[config.mk]
export PLATFORM = sky130hd
export DESIGN_NAME = holdover_recovery_tuning_control
export DESIGN_NICKNAME = d
export VERILOG_FILES = /design/src/core/holdover_recovery_tuning_control.v /design/src/core/recovery_timer.v /design/src/core/tuning_clipper.v
export VERILOG_INCLUDE_DIRS = /design/src /design/src/core
export SDC_FILE = /design/constraint.sdc
export NUM_CORES = 2
export LEC_CHECK = 0
export BUFFER_PORTS_ARGS = -buffer_cell sky130_fd_sc_hd__buf_2
export CORE_UTILIZATION = 65
export DETAILED_ROUTE_END_ITERATION = 8
export GPL_TIMING_DRIVEN = 0
export PLACE_DENSITY_LB_ADDON = 0.12
export SETUP_SLACK_MARGIN = 0.4
export SYNTH_ARGS = -nofsm -noshare
export SYNTH_HDL_FRONTEND = slang
export SYNTH_SLANG_ARGS = --single-unit
export TNS_END_PERCENT = 50
[constraint.sdc]
create_clock -name clk_sys -period 17.73 [get_ports clk_sys]
set_clock_uncertainty 0.15 [all_clocks]
set_input_delay 1.773 -clock clk_sys [delete_from_list [all_inputs] [get_ports clk_sys]]
set_output_delay 1.773 -clock clk_sys [all_outputs]
set_load 0.02 [all_outputs]
[src/core/holdover_defines.vh]
// Constants for the holdover, recovery and tuning-limit block.
// Assumes a single 200 MHz system clock; included by bare name.
`ifndef HOLDOVER_DEFINES_VH
`define HOLDOVER_DEFINES_VH
// Data widths
`define TW_WIDTH        48
`define RCV_CODE_WIDTH  5
`define AVG_CODE_WIDTH  4
`define RATE_EXP_WIDTH  5
// Reset values
`define RCV_CODE_RST    5'h00
`define AVG_CODE_RST    4'h0
`define RATE_EXP_RST    5'h00
// Upper bound resets to half the sample rate, lower bound to zero
`define TW_UPPER_RST    48'h8000_0000_0000
`define TW_LOWER_RST    48'h0000_0000_0000
// Tick divider and timer counter widths
`define TICK_CNT_WIDTH  32
`define RCV_CNT_WIDTH   33
// Accumulator width: 48-bit words times up to 65536 samples
`define ACC_WIDTH       65
// Hold source select codes
`define HOLD_SRC_SAMPLER 1'b0
`define HOLD_SRC_LAST    1'b1
`endif

[src/core/holdover_recovery_tuning_control.v]
// Holdover control: recovery timers, sampler/averager, hold word, clipper.
// Assumes all inputs other than pins come from logic on clk_sys;
// fault flags and the holdover pin are asynchronous and synchronised here.
// Function
// - Separate recovery timer per reference input
// - Timer starts when both faults clear
// - Expiry flags reference valid for selection
// - Shared 5-bit interval code, reset zero
// - Duration is tick period times 2^(T+1)-1
// - Disable bit ignores timers, uses validation bits
// - Validation bit acts like timer expiry
// - Holdover applies static tuning word
// - Averager feeds averaged or last word
// - Manual exit resumes loop from hold word
// - Auto exit switches when reference valid
// - Averager output to trace and hold logic
// - Hold value is last clipped word or previous sampler output
// - Default passes samples at loop rate
// - Averaging block of 2^(Y+1) samples
// - Two-stage pipeline, hold uses last stage
// - Clip tuning word to 48-bit bounds
// - Bounds reset to half rate and zero
`timescale 1ns/1ps
`include "holdover_defines.vh"
module holdover_recovery_tuning_control (
  input  wire                        clk_sys,
  input  wire                        sys_rst,
  // Reference fault conditions (asynchronous)
  input  wire                        loss_of_reference_first,
  input  wire                        lock_loss_condition_first,
  input  wire                        loss_of_reference_second,
  input  wire                        lock_loss_condition_second,
  // Recovery configuration
  input  wire [`RCV_CODE_WIDTH-1:0]  recovery_code,
  input  wire                        recovery_timer_disable,
  input  wire                        validate_first_reference,
  input  wire                        validate_second_reference,
  // Holdover control
  input  wire                        auto_holdover,
  input  wire                        holdover_pin,
  input  wire                        sm_holdover,
  input  wire                        auto_recovery,
  input  wire                        hold_source_last,
  // Sampler/averager configuration
  input  wire                        averager_enable,
  input  wire                        average_select,
  input  wire [`AVG_CODE_WIDTH-1:0]  average_length_code,
  input  wire [`RATE_EXP_WIDTH-1:0]  rate_exponent,
  // Loop filter and bounds
  input  wire [`TW_WIDTH-1:0]        loop_tuning_word,
  input  wire                        loop_tuning_valid,
  input  wire [`TW_WIDTH-1:0]        tuning_upper_bound,
  input  wire [`TW_WIDTH-1:0]        tuning_lower_bound,
  input  wire                        bounds_load,
  // Outputs; all come from flip-flops, so no path
  // runs straight from an input to an output
  output reg                         first_reference_valid,
  output reg                         second_reference_valid,
  output reg                         holdover_active,
  output reg                         loop_restart,
  output reg                         auto_switch_request,
  output reg                         auto_switch_second,
  output reg  [`TW_WIDTH-1:0]        synth_tuning_word,
  output reg  [`TW_WIDTH-1:0]        trace_word,
  output reg                         trace_strobe,
  output reg  [`TW_WIDTH-1:0]        loop_seed_word
);

  // Two-flop synchronisers for the pin-side inputs.
  // Fault levels and the pin come from other domains.
  // Only stage two is read by logic, so a metastable
  // first stage has a full cycle to settle.
  // Cost: each pin event arrives two cycles late.
  // No filtering here; chatter is left to the timers.
  reg [4:0] sync1_reg;   // First stage, read only by second stage
  reg [4:0] sync2_reg;   // Second stage, safe to use
  always @(posedge clk_sys) begin
    if (sys_rst) begin
      sync1_reg <= 5'h00;
      sync2_reg <= 5'h00;
    end else begin
      sync1_reg <= {holdover_pin, lock_loss_condition_second,
                    loss_of_reference_second, lock_loss_condition_first,
                    loss_of_reference_first};
      sync2_reg <= sync1_reg;
    end
  end
  wire los_a  = sync2_reg[0];
  wire lol_a  = sync2_reg[1];
  wire los_b  = sync2_reg[2];
  wire lol_b  = sync2_reg[3];
  wire hpin_s = sync2_reg[4];
  // Bundle order: first loss, first lock loss,
  // second loss, second lock loss, holdover pin.

  // Loop-filter tick divider: period 2^rate_exponent system cycles.
  // A one-cycle enable, not a derived clock, so the
  // timers stay in the one clock domain.
  // Exponent zero gives an enable on every cycle.
  // A new exponent acts at once; a count above the
  // new top wraps, so one tick may come early.
  // The sampler does not use it: loop words carry
  // their own valid strobe.
  reg  [`TICK_CNT_WIDTH-1:0] tick_cnt_reg;
  reg                        tick_reg;     // One-cycle enable pulse
  wire [`TICK_CNT_WIDTH-1:0] tick_top;
  assign tick_top = ({{(`TICK_CNT_WIDTH-1){1'b0}}, 1'b1} << rate_exponent)
                    - {{(`TICK_CNT_WIDTH-1){1'b0}}, 1'b1};
  always @(posedge clk_sys) begin
    if (sys_rst) begin
      tick_cnt_reg <= {`TICK_CNT_WIDTH{1'b0}};
      tick_reg     <= 1'b0;
    end else if (tick_cnt_reg >= tick_top) begin
      tick_cnt_reg <= {`TICK_CNT_WIDTH{1'b0}};
      tick_reg     <= 1'b1;
    end else begin
      tick_cnt_reg <= tick_cnt_reg + {{(`TICK_CNT_WIDTH-1){1'b0}}, 1'b1};
      tick_reg     <= 1'b0;
    end
  end

  // Interval code is held here; resets to zero.
  // One register feeds both timers, so they never
  // disagree on the interval.
  reg [`RCV_CODE_WIDTH-1:0] rcv_code_reg;
  always @(posedge clk_sys) begin
    if (sys_rst) begin
      rcv_code_reg <= `RCV_CODE_RST;
    end else begin
      rcv_code_reg <= recovery_code;
    end
  end

  // One dedicated timer per reference, sharing the interval code.
  // Held clear while either fault stands, counting
  // once both are gone, back to zero if a fault
  // returns: a chattering input never passes.
  wire exp_a;
  wire exp_b;
  recovery_timer timer_first (
    .clk_sys   (clk_sys),
    .sys_rst   (sys_rst),
    .tick      (tick_reg),
    .loss_ref  (los_a),
    .lock_loss (lol_a),
    .rcv_code  (rcv_code_reg),
    .expired   (exp_a)
  );
  recovery_timer timer_second (
    .clk_sys   (clk_sys),
    .sys_rst   (sys_rst),
    .tick      (tick_reg),
    .loss_ref  (los_b),
    .lock_loss (lol_b),
    .rcv_code  (rcv_code_reg),
    .expired   (exp_b)
  );

  // Validity: timer expiry, or software validation when timers disabled.
  // Raw fault clearing is never passed on directly.
  // Disable mode: validate bits act as expiry, one
  // cycle later, like a timer. Software must confirm
  // recovery first; nothing here checks it.
  always @(posedge clk_sys) begin
    if (sys_rst) begin
      first_reference_valid  <= 1'b0;
      second_reference_valid <= 1'b0;
    end else if (recovery_timer_disable) begin
      first_reference_valid  <= validate_first_reference;
      second_reference_valid <= validate_second_reference;
    end else begin
      first_reference_valid  <= exp_a;
      second_reference_valid <= exp_b;
    end
  end

  // Clipper on the incoming loop word; bounds load at reset to defaults.
  // Both bounds load on one strobe, so a new upper
  // bound never pairs with an old lower one.
  // Limitation: lower above upper is not caught.
  // Words above upper get upper, those below lower get lower.
  reg  [`TW_WIDTH-1:0] upper_reg;
  reg  [`TW_WIDTH-1:0] lower_reg;
  wire [`TW_WIDTH-1:0] clipped;
  always @(posedge clk_sys) begin
    if (sys_rst) begin
      upper_reg <= `TW_UPPER_RST;
      lower_reg <= `TW_LOWER_RST;
    end else if (bounds_load) begin
      upper_reg <= tuning_upper_bound;
      lower_reg <= tuning_lower_bound;
    end
  end
  tuning_clipper clip (
    .tw_in  (loop_tuning_word),
    .upper  (upper_reg),
    .lower  (lower_reg),
    .tw_out (clipped)
  );

  // Sampler/averager: pass-through by default, block average if selected.
  // Samples are taken on valid loop words, which arrive at the tick rate.
  // Samples are clipped first, so a hold word is
  // inside the bounds that were in force when it was sampled.
  // The sum holds 2^16 full-scale words, the
  // longest block, so it cannot overflow.
  reg  [`ACC_WIDTH-1:0] acc_reg;
  reg  [16:0]           acc_cnt_reg;         // Samples in current block
  reg  [`TW_WIDTH-1:0]  pipe0_reg;           // First pipeline stage
  reg  [`TW_WIDTH-1:0]  pipe1_reg;           // Last stage, feeds hold
  reg  [`TW_WIDTH-1:0]  last_word_reg;       // Last valid clipped word
  wire [16:0]           blk_len;
  wire [`ACC_WIDTH-1:0] acc_sum;
  wire [4:0]            avg_shift;
  assign blk_len   = 17'h0_0001 << avg_shift;
  assign avg_shift = {1'b0, average_length_code} + 5'h01;
  assign acc_sum   = acc_reg + {{(`ACC_WIDTH-`TW_WIDTH){1'b0}}, clipped};

  // Accumulate and deliver one result per block into the pipeline.
  // Two stages keep a hold word whose block ended
  // well before holdover; the newest result may
  // stem from a block that entry cut short.
  // Turning the averager off drops a partial
  // block, so the next block starts clean.
  // The trace word sees every result, pass-through
  // or average, with one strobe each.
  always @(posedge clk_sys) begin
    if (sys_rst) begin
      acc_reg       <= {`ACC_WIDTH{1'b0}};
      acc_cnt_reg   <= 17'h0_0000;
      pipe0_reg     <= {`TW_WIDTH{1'b0}};
      pipe1_reg     <= {`TW_WIDTH{1'b0}};
      last_word_reg <= {`TW_WIDTH{1'b0}};
      trace_word    <= {`TW_WIDTH{1'b0}};
      trace_strobe  <= 1'b0;
    end else begin
      trace_strobe <= 1'b0;
      if (loop_tuning_valid && !holdover_active) begin
        last_word_reg <= clipped;
      end
      // Frozen during holdover so the hold word stays intact
      if (averager_enable && loop_tuning_valid && !holdover_active) begin
        if (!average_select) begin
          pipe0_reg    <= clipped;
          pipe1_reg    <= pipe0_reg;
          trace_word   <= clipped;
          trace_strobe <= 1'b1;
        end else if (acc_cnt_reg + 17'h0_0001 >= blk_len) begin
          pipe0_reg    <= avg_word(acc_sum, avg_shift);
          pipe1_reg    <= pipe0_reg;
          trace_word   <= avg_word(acc_sum, avg_shift);
          trace_strobe <= 1'b1;
          acc_reg      <= {`ACC_WIDTH{1'b0}};
          acc_cnt_reg  <= 17'h0_0000;
        end else begin
          acc_reg     <= acc_sum;
          acc_cnt_reg <= acc_cnt_reg + 17'h0_0001;
        end
      end else if (!averager_enable) begin
        acc_reg     <= {`ACC_WIDTH{1'b0}};
        acc_cnt_reg <= 17'h0_0000;
      end
    end
  end

  // Divides an accumulated sum by a power of two.
  // Shared by trace and pipeline, so both agree;
  // the shift truncates, rounding towards zero.
  function [`TW_WIDTH-1:0] avg_word;
    input [`ACC_WIDTH-1:0] sum;
    input [4:0]            sh;
    reg   [`ACC_WIDTH-1:0] q;
    begin
      q        = sum >> sh;
      avg_word = q[`TW_WIDTH-1:0];
    end
  endfunction

  // Holdover decision: manual follows the pin, auto follows the machine.
  // The hold word is caught on the entry cycle only,
  // so the synthesizer sees one static word.
  // Source: last clipped word or pipeline's last
  // stage; with the averager off the pipeline is
  // stale, so the last word is used instead.
  // Auto exit: with auto recovery, holdover ends
  // the cycle after either reference is valid.
  // If the request still stands then, holdover is
  // entered again and a fresh word is caught.
  wire hold_req;
  reg  hold_q_reg;          // Previous holdover state for edge detect
  reg  [`TW_WIDTH-1:0] hold_word_reg;
  assign hold_req = auto_holdover ? sm_holdover : hpin_s;
  always @(posedge clk_sys) begin
    if (sys_rst) begin
      holdover_active <= 1'b0;
      hold_q_reg      <= 1'b0;
      hold_word_reg   <= {`TW_WIDTH{1'b0}};
    end else begin
      hold_q_reg <= holdover_active;
      if (auto_holdover && auto_recovery && holdover_active &&
          (first_reference_valid || second_reference_valid)) begin
        holdover_active <= 1'b0;
      end else begin
        holdover_active <= hold_req;
      end
      // Capture hold word on entry from the chosen source
      if (hold_req && !holdover_active) begin
        hold_word_reg <= (hold_source_last == `HOLD_SRC_LAST ||
                          !averager_enable) ? last_word_reg
                                            : pipe1_reg;
      end
    end
  end

  // Synthesizer word, loop restart and auto switch outputs.
  // Outside holdover the clipped word passes with
  // one cycle of delay; inside, the hold word stands.
  // On exit the loop restarts once, seeded with the
  // hold word, so it resumes from that frequency.
  // The auto switch names the reference to take:
  // the first if valid, otherwise the second.
  // Pulses last one cycle; levels stand until the
  // next exit changes them.
  always @(posedge clk_sys) begin
    if (sys_rst) begin
      synth_tuning_word   <= `TW_LOWER_RST;
      loop_restart        <= 1'b0;
      loop_seed_word      <= {`TW_WIDTH{1'b0}};
      auto_switch_request <= 1'b0;
      auto_switch_second  <= 1'b0;
    end else begin
      loop_restart        <= 1'b0;
      auto_switch_request <= 1'b0;
      if (holdover_active) begin
        synth_tuning_word <= hold_word_reg;
      end else begin
        synth_tuning_word <= clipped;
      end
      if (hold_q_reg && !holdover_active) begin
        loop_restart   <= 1'b1;
        loop_seed_word <= hold_word_reg;
        if (auto_holdover && auto_recovery) begin
          auto_switch_request <= 1'b1;
          auto_switch_second  <= !first_reference_valid;
        end
      end
    end
  end
endmodule // holdover_recovery_tuning_control

[src/core/recovery_timer.v]
// One recovery timer for one reference input.
// Assumes tick is a one-cycle pulse at the loop-filter sample rate.
`timescale 1ns/1ps
`include "holdover_defines.vh"
module recovery_timer (
  input  wire                         clk_sys,
  input  wire                         sys_rst,
  input  wire                         tick,        // Loop-filter sample tick
  input  wire                         loss_ref,    // Reference lost
  input  wire                         lock_loss,   // Reference out of lock
  input  wire [`RCV_CODE_WIDTH-1:0]   rcv_code,    // Shared interval code
  output reg                          expired      // Timer has run out
);
  reg  [`RCV_CNT_WIDTH-1:0] count_reg;   // Elapsed ticks
  wire [`RCV_CNT_WIDTH-1:0] limit;       // Ticks to expiry
  wire                      fault;

  assign fault = loss_ref | lock_loss;
  // Duration 2^(T+1)-1 ticks
  // Shift amount widened so that code 31 does not wrap to zero
  assign limit = ({{(`RCV_CNT_WIDTH-1){1'b0}}, 1'b1} << ({1'b0, rcv_code} + 6'h01))
                 - {{(`RCV_CNT_WIDTH-1){1'b0}}, 1'b1};

  // Count only once both faults are clear; any fault restarts from zero
  always @(posedge clk_sys) begin
    if (sys_rst || fault) begin
      count_reg <= {`RCV_CNT_WIDTH{1'b0}};
      expired   <= 1'b0;
    end else if (!expired && tick) begin
      if (count_reg + {{(`RCV_CNT_WIDTH-1){1'b0}}, 1'b1} >= limit) begin
        expired <= 1'b1;
      end
      count_reg <= count_reg + {{(`RCV_CNT_WIDTH-1){1'b0}}, 1'b1};
    end
  end
endmodule // recovery_timer

[src/core/tuning_clipper.v]
// Clamps a tuning word between programmable bounds.
// Assumes bounds are unsigned and lower not above upper.
`timescale 1ns/1ps
`include "holdover_defines.vh"
module tuning_clipper (
  input  wire [`TW_WIDTH-1:0] tw_in,        // Word from loop filter
  input  wire [`TW_WIDTH-1:0] upper,        // Upper bound
  input  wire [`TW_WIDTH-1:0] lower,        // Lower bound
  output reg  [`TW_WIDTH-1:0] tw_out        // Clipped word
);
  // Combinational clip; the caller registers the result
  always @* begin
    if (tw_in > upper) begin
      tw_out = upper;
    end else if (tw_in < lower) begin
      tw_out = lower;
    end else begin
      tw_out = tw_in;
    end
  end
endmodule // tuning_clipper

==> summary.txt <==
Placed design
  – I/O Buffers: 321
  – Dpl ws: around 7.8 ns
  – Placed Area: 39710 sq um
  – Dpl hpwl: roughly 110000 um
  – RePlAce Congestion: about 1.1
  – Placed insts: 5676

Clock network
  – Clk sinks: 589
  – Worst-Skew Late Latency: about 0.67 ns
  – CTS resizes: 0
  – CTS tree: yes
  – Max Root-Sink Buffers: 3
  – CTS hold repair buffers: 0
  – Clock slew at reported path FFs: 0.06 ns
  – Setup repair bufs after CTS: 0
  – Clock Tree Root: clkbuf_16
  – CTS Buf Count: 61
  – H-tree levels: 2

Cells and area
  – Share of cells above drive strength 1: 11.83%
  – Fin util: 74.52%
  – Max reg flops: 64
  – Footprint of the multi-input gates: ~24000 sq um
  – Sequential cell area: around 12000 sq um
  – Layout area overhead: 13.14%
  – Fin nets: 5437
  – Commonest non-fill, non-tap cells in the layout: dfxtp_1 (589), nor2_1 (581), nand2_1 (568), a21oi_1 (420), buf_2 (348)
  – Commonest non-fill, non-tap cell in the layout: dfxtp_1
  – Number of fill cells: about 4400
  – Post-route cell area: about 42000 sq um
  – Non-filler cells, final: ~5800

Logic synthesis
  – FFs w/ async S/R, synth: 0%
  – Cell Area, Synth: 37140 sq um
  – Netlist cell types: around 110
  – Post-synthesis mux area share: about a tenth
  – Top_reg_cell synth: dfxtp_1
  – Compound-cell area share of the yosys netlist: approximately a fifth
  – Synthesized flop and latch total: 589
  – Syn_nets: between 5000 and 6000
  – Area share of fa/ha/maj cells after synthesis: about a tenth
  – Sequential area share after synthesis: a little under a third
  – Post-synthesis xor/xnor area fraction: around 5.4%
  – Simple-gate share of the synthesized area: 19.99%
  – YS warnings: 0
  – Post-synth EDFFs: 0
  – Syn Inst Count: between 4000 and 5000
  – Avg Inst Size Synth: slightly above 8 sq um
  – Largest family of logic cells by synthesized area: simple AND/OR/NAND/NOR gates

Floorplan
  – Die X: about 240 um
  – Number of top-level pins: between 300 and 400
  – FP Rows: 87
  – Core area: roughly 56000 sq um
  – Die ar.: 58100 sq um
  – Die H: between 200 and 250 um
  – Initial core utilization: between 60% and 70%

Route
  – Via Count: about 37000
  – Drt total wl: between 100000 and 150000 um
  – Detailed Routing Iterations Pass 1: 9
  – DRT iter0 DRCs: approximately 4400
  – DRC violations left: 0
  – Antenna Nets Post-Route: 0
  – WL per Instance: between 20 and 25 um
  – Drt via density: 6.443

Critical path
  – Crit path kind: in2reg
  – CP endpoint kind: register
  – Critical Path End: pipe0_reg[33]
  – Flop-to-flop setup slack: between 8 and 9 ns
  – Worst setup SP type: input port
  – R2R depth: 24
  – Critical Path RT: between 15 and 20 ns
  – CP Launch Point: loop_tuning_word[45]
  – Reg-to-reg critical path endpoint: pipe0_reg[33]
  – Peak fanout along the critical path: 10
  – Worst r2r src: lower_reg[45]
  – Arrival time worst endpoint: 10.28 ns

Timing
  – Fmax: 0.1015 GHz
  – Setup slack after layout: ~8 ns
  – Final Hold Viols: 0
  – Final Critical Period: about 9.9 ns
  – Final hold slack: around 0.29 ns
  – Final setup violation count: 0
  – Setup TNS: 0 ns
  – Final period util: 55.59%
  – Slew of the pin with the lowest slew margin: 1.703 ns
  – Normalized max-slew margin: -13.50%
  – Max-slew violations: 65
  – RSZ-0062 raised after global routing: false

Run status
  – Status: complete, but fails checks
  – Failing checks: max-capacitance violations, max-slew violations

GRT
  – Pin count of the biggest net entering global routing: 20
  – All-Layer GR Usage: a little under half
  – Initial antenna violation count: 25
  – First-pass GRT wire length: roughly 200000 um
  – Number of global-route vias before repair: 34030
  – Grt ovf: 0

Pwr
  – Power Density: approximately 93 nW/um^2
  – P_leak: about 18 nW
  – Peak supply drop: 0.09490 mV
  – Overall Power: 3.927 mW

Run
  – Max Cap Viol: 13

Hold path
  – HP Class: reg2reg
-- layer usage --
metal,vias to the layer above,share of wire [%],global-route usage [%],wire [um]
li1,17110,-,-,-
met1,17470,39,57.70,52220
met2,2257,42,67.05,57200
met3,599,11,10.66,15470
met4,12,7.6,31.88,10250
met5,-,0.061,0,83
-- cell type report --
type	count	share of cell area [%]
Antenna cell	20	0.1191
Buffer	293	3.058
Clock buffer	84	4.195
Clock inverter	31	1.146
Inverter	130	1.161
Multi-Input combinational cell	3585	56.12
Sequential cell	589	28.06
Tap cell	756	2.251
Timing Repair Buffer	324	3.886
-- where the power goes --
group / switching (mW) / leakage [nW] / internal, mW
Clock: 0.590 / 1.10 / 0.832
Sequential: 0.0504 / 4.80 / 1.39
Combinational: 0.734 / 11.8 / 0.331
Total: 1.37 / 17.7 / 2.55
-- cells in the mapped netlist (75+ instances only) --
master / number / area [sq um]
a211oi_1: 111 / 833.3
a21o_1: 75 / 563.0
a21oi_1: 422 / 2112
clkbuf_1: 198 / 743.2
dfxtp_1: 589 / 11790
ha_1: 276 / 3453
inv_1: 124 / 465.5
mux2i_1: 297 / 2973
nand2_1: 568 / 2132
nand3_1: 104 / 520.5
nor2_1: 581 / 2181
o21ai_0: 162 / 810.8
xnor2_1: 96 / 840.8
xor2_1: 129 / 1130
-- worst max-delay path: stages --
cell and delay [ns]:
buf_2 0.13, ha_1 0.31, nand4_1 0.23, nor4_1 0.36, nand4_1 0.33, nor4b_1 0.68, o21a_1 0.31, nor4b_2 0.08
buf_2 0.27, buf_2 0.29, mux2i_1 0.16, a21oi_1 1.14, ha_1 0.32, a21oi_1 0.16, a211oi_2 0.40, o21ai_2 0.21
o31ai_4 0.63, a211oi_1 0.17, a211oi_1 0.79, a221oi_1 0.26, mux2i_1 0.50, mux2i_1 0.26, a2bb2oi_1 0.20, a211oi_1 0.28
-- how the worst min path moves through the flow --
stage,startpoint,endpoint,depth (start not counted)
finish,sync1_reg[3],sync2_reg[3],1
global route,pipe0_reg[25],pipe1_reg[25],2
CTS,sync1_reg[3],sync2_reg[3],1
detailed placement,sync1_reg[3],sync2_reg[3],1
global placement,sync1_reg[3],sync2_reg[3],1
floorplan,sync1_reg[0],sync2_reg[0],1
-- kinds of logic after synthesis --
family | Yosys count
flip-flops | 589
other | 1
buffers and inverters | 423
XOR/XNOR | 227
AO/OA/AOI/OAI | 1091
multiplexers | 336
adder cells (fa/ha/maj) | 277
AND/OR/NAND/NOR | 1653
Power figures use the tool's default switching activity.
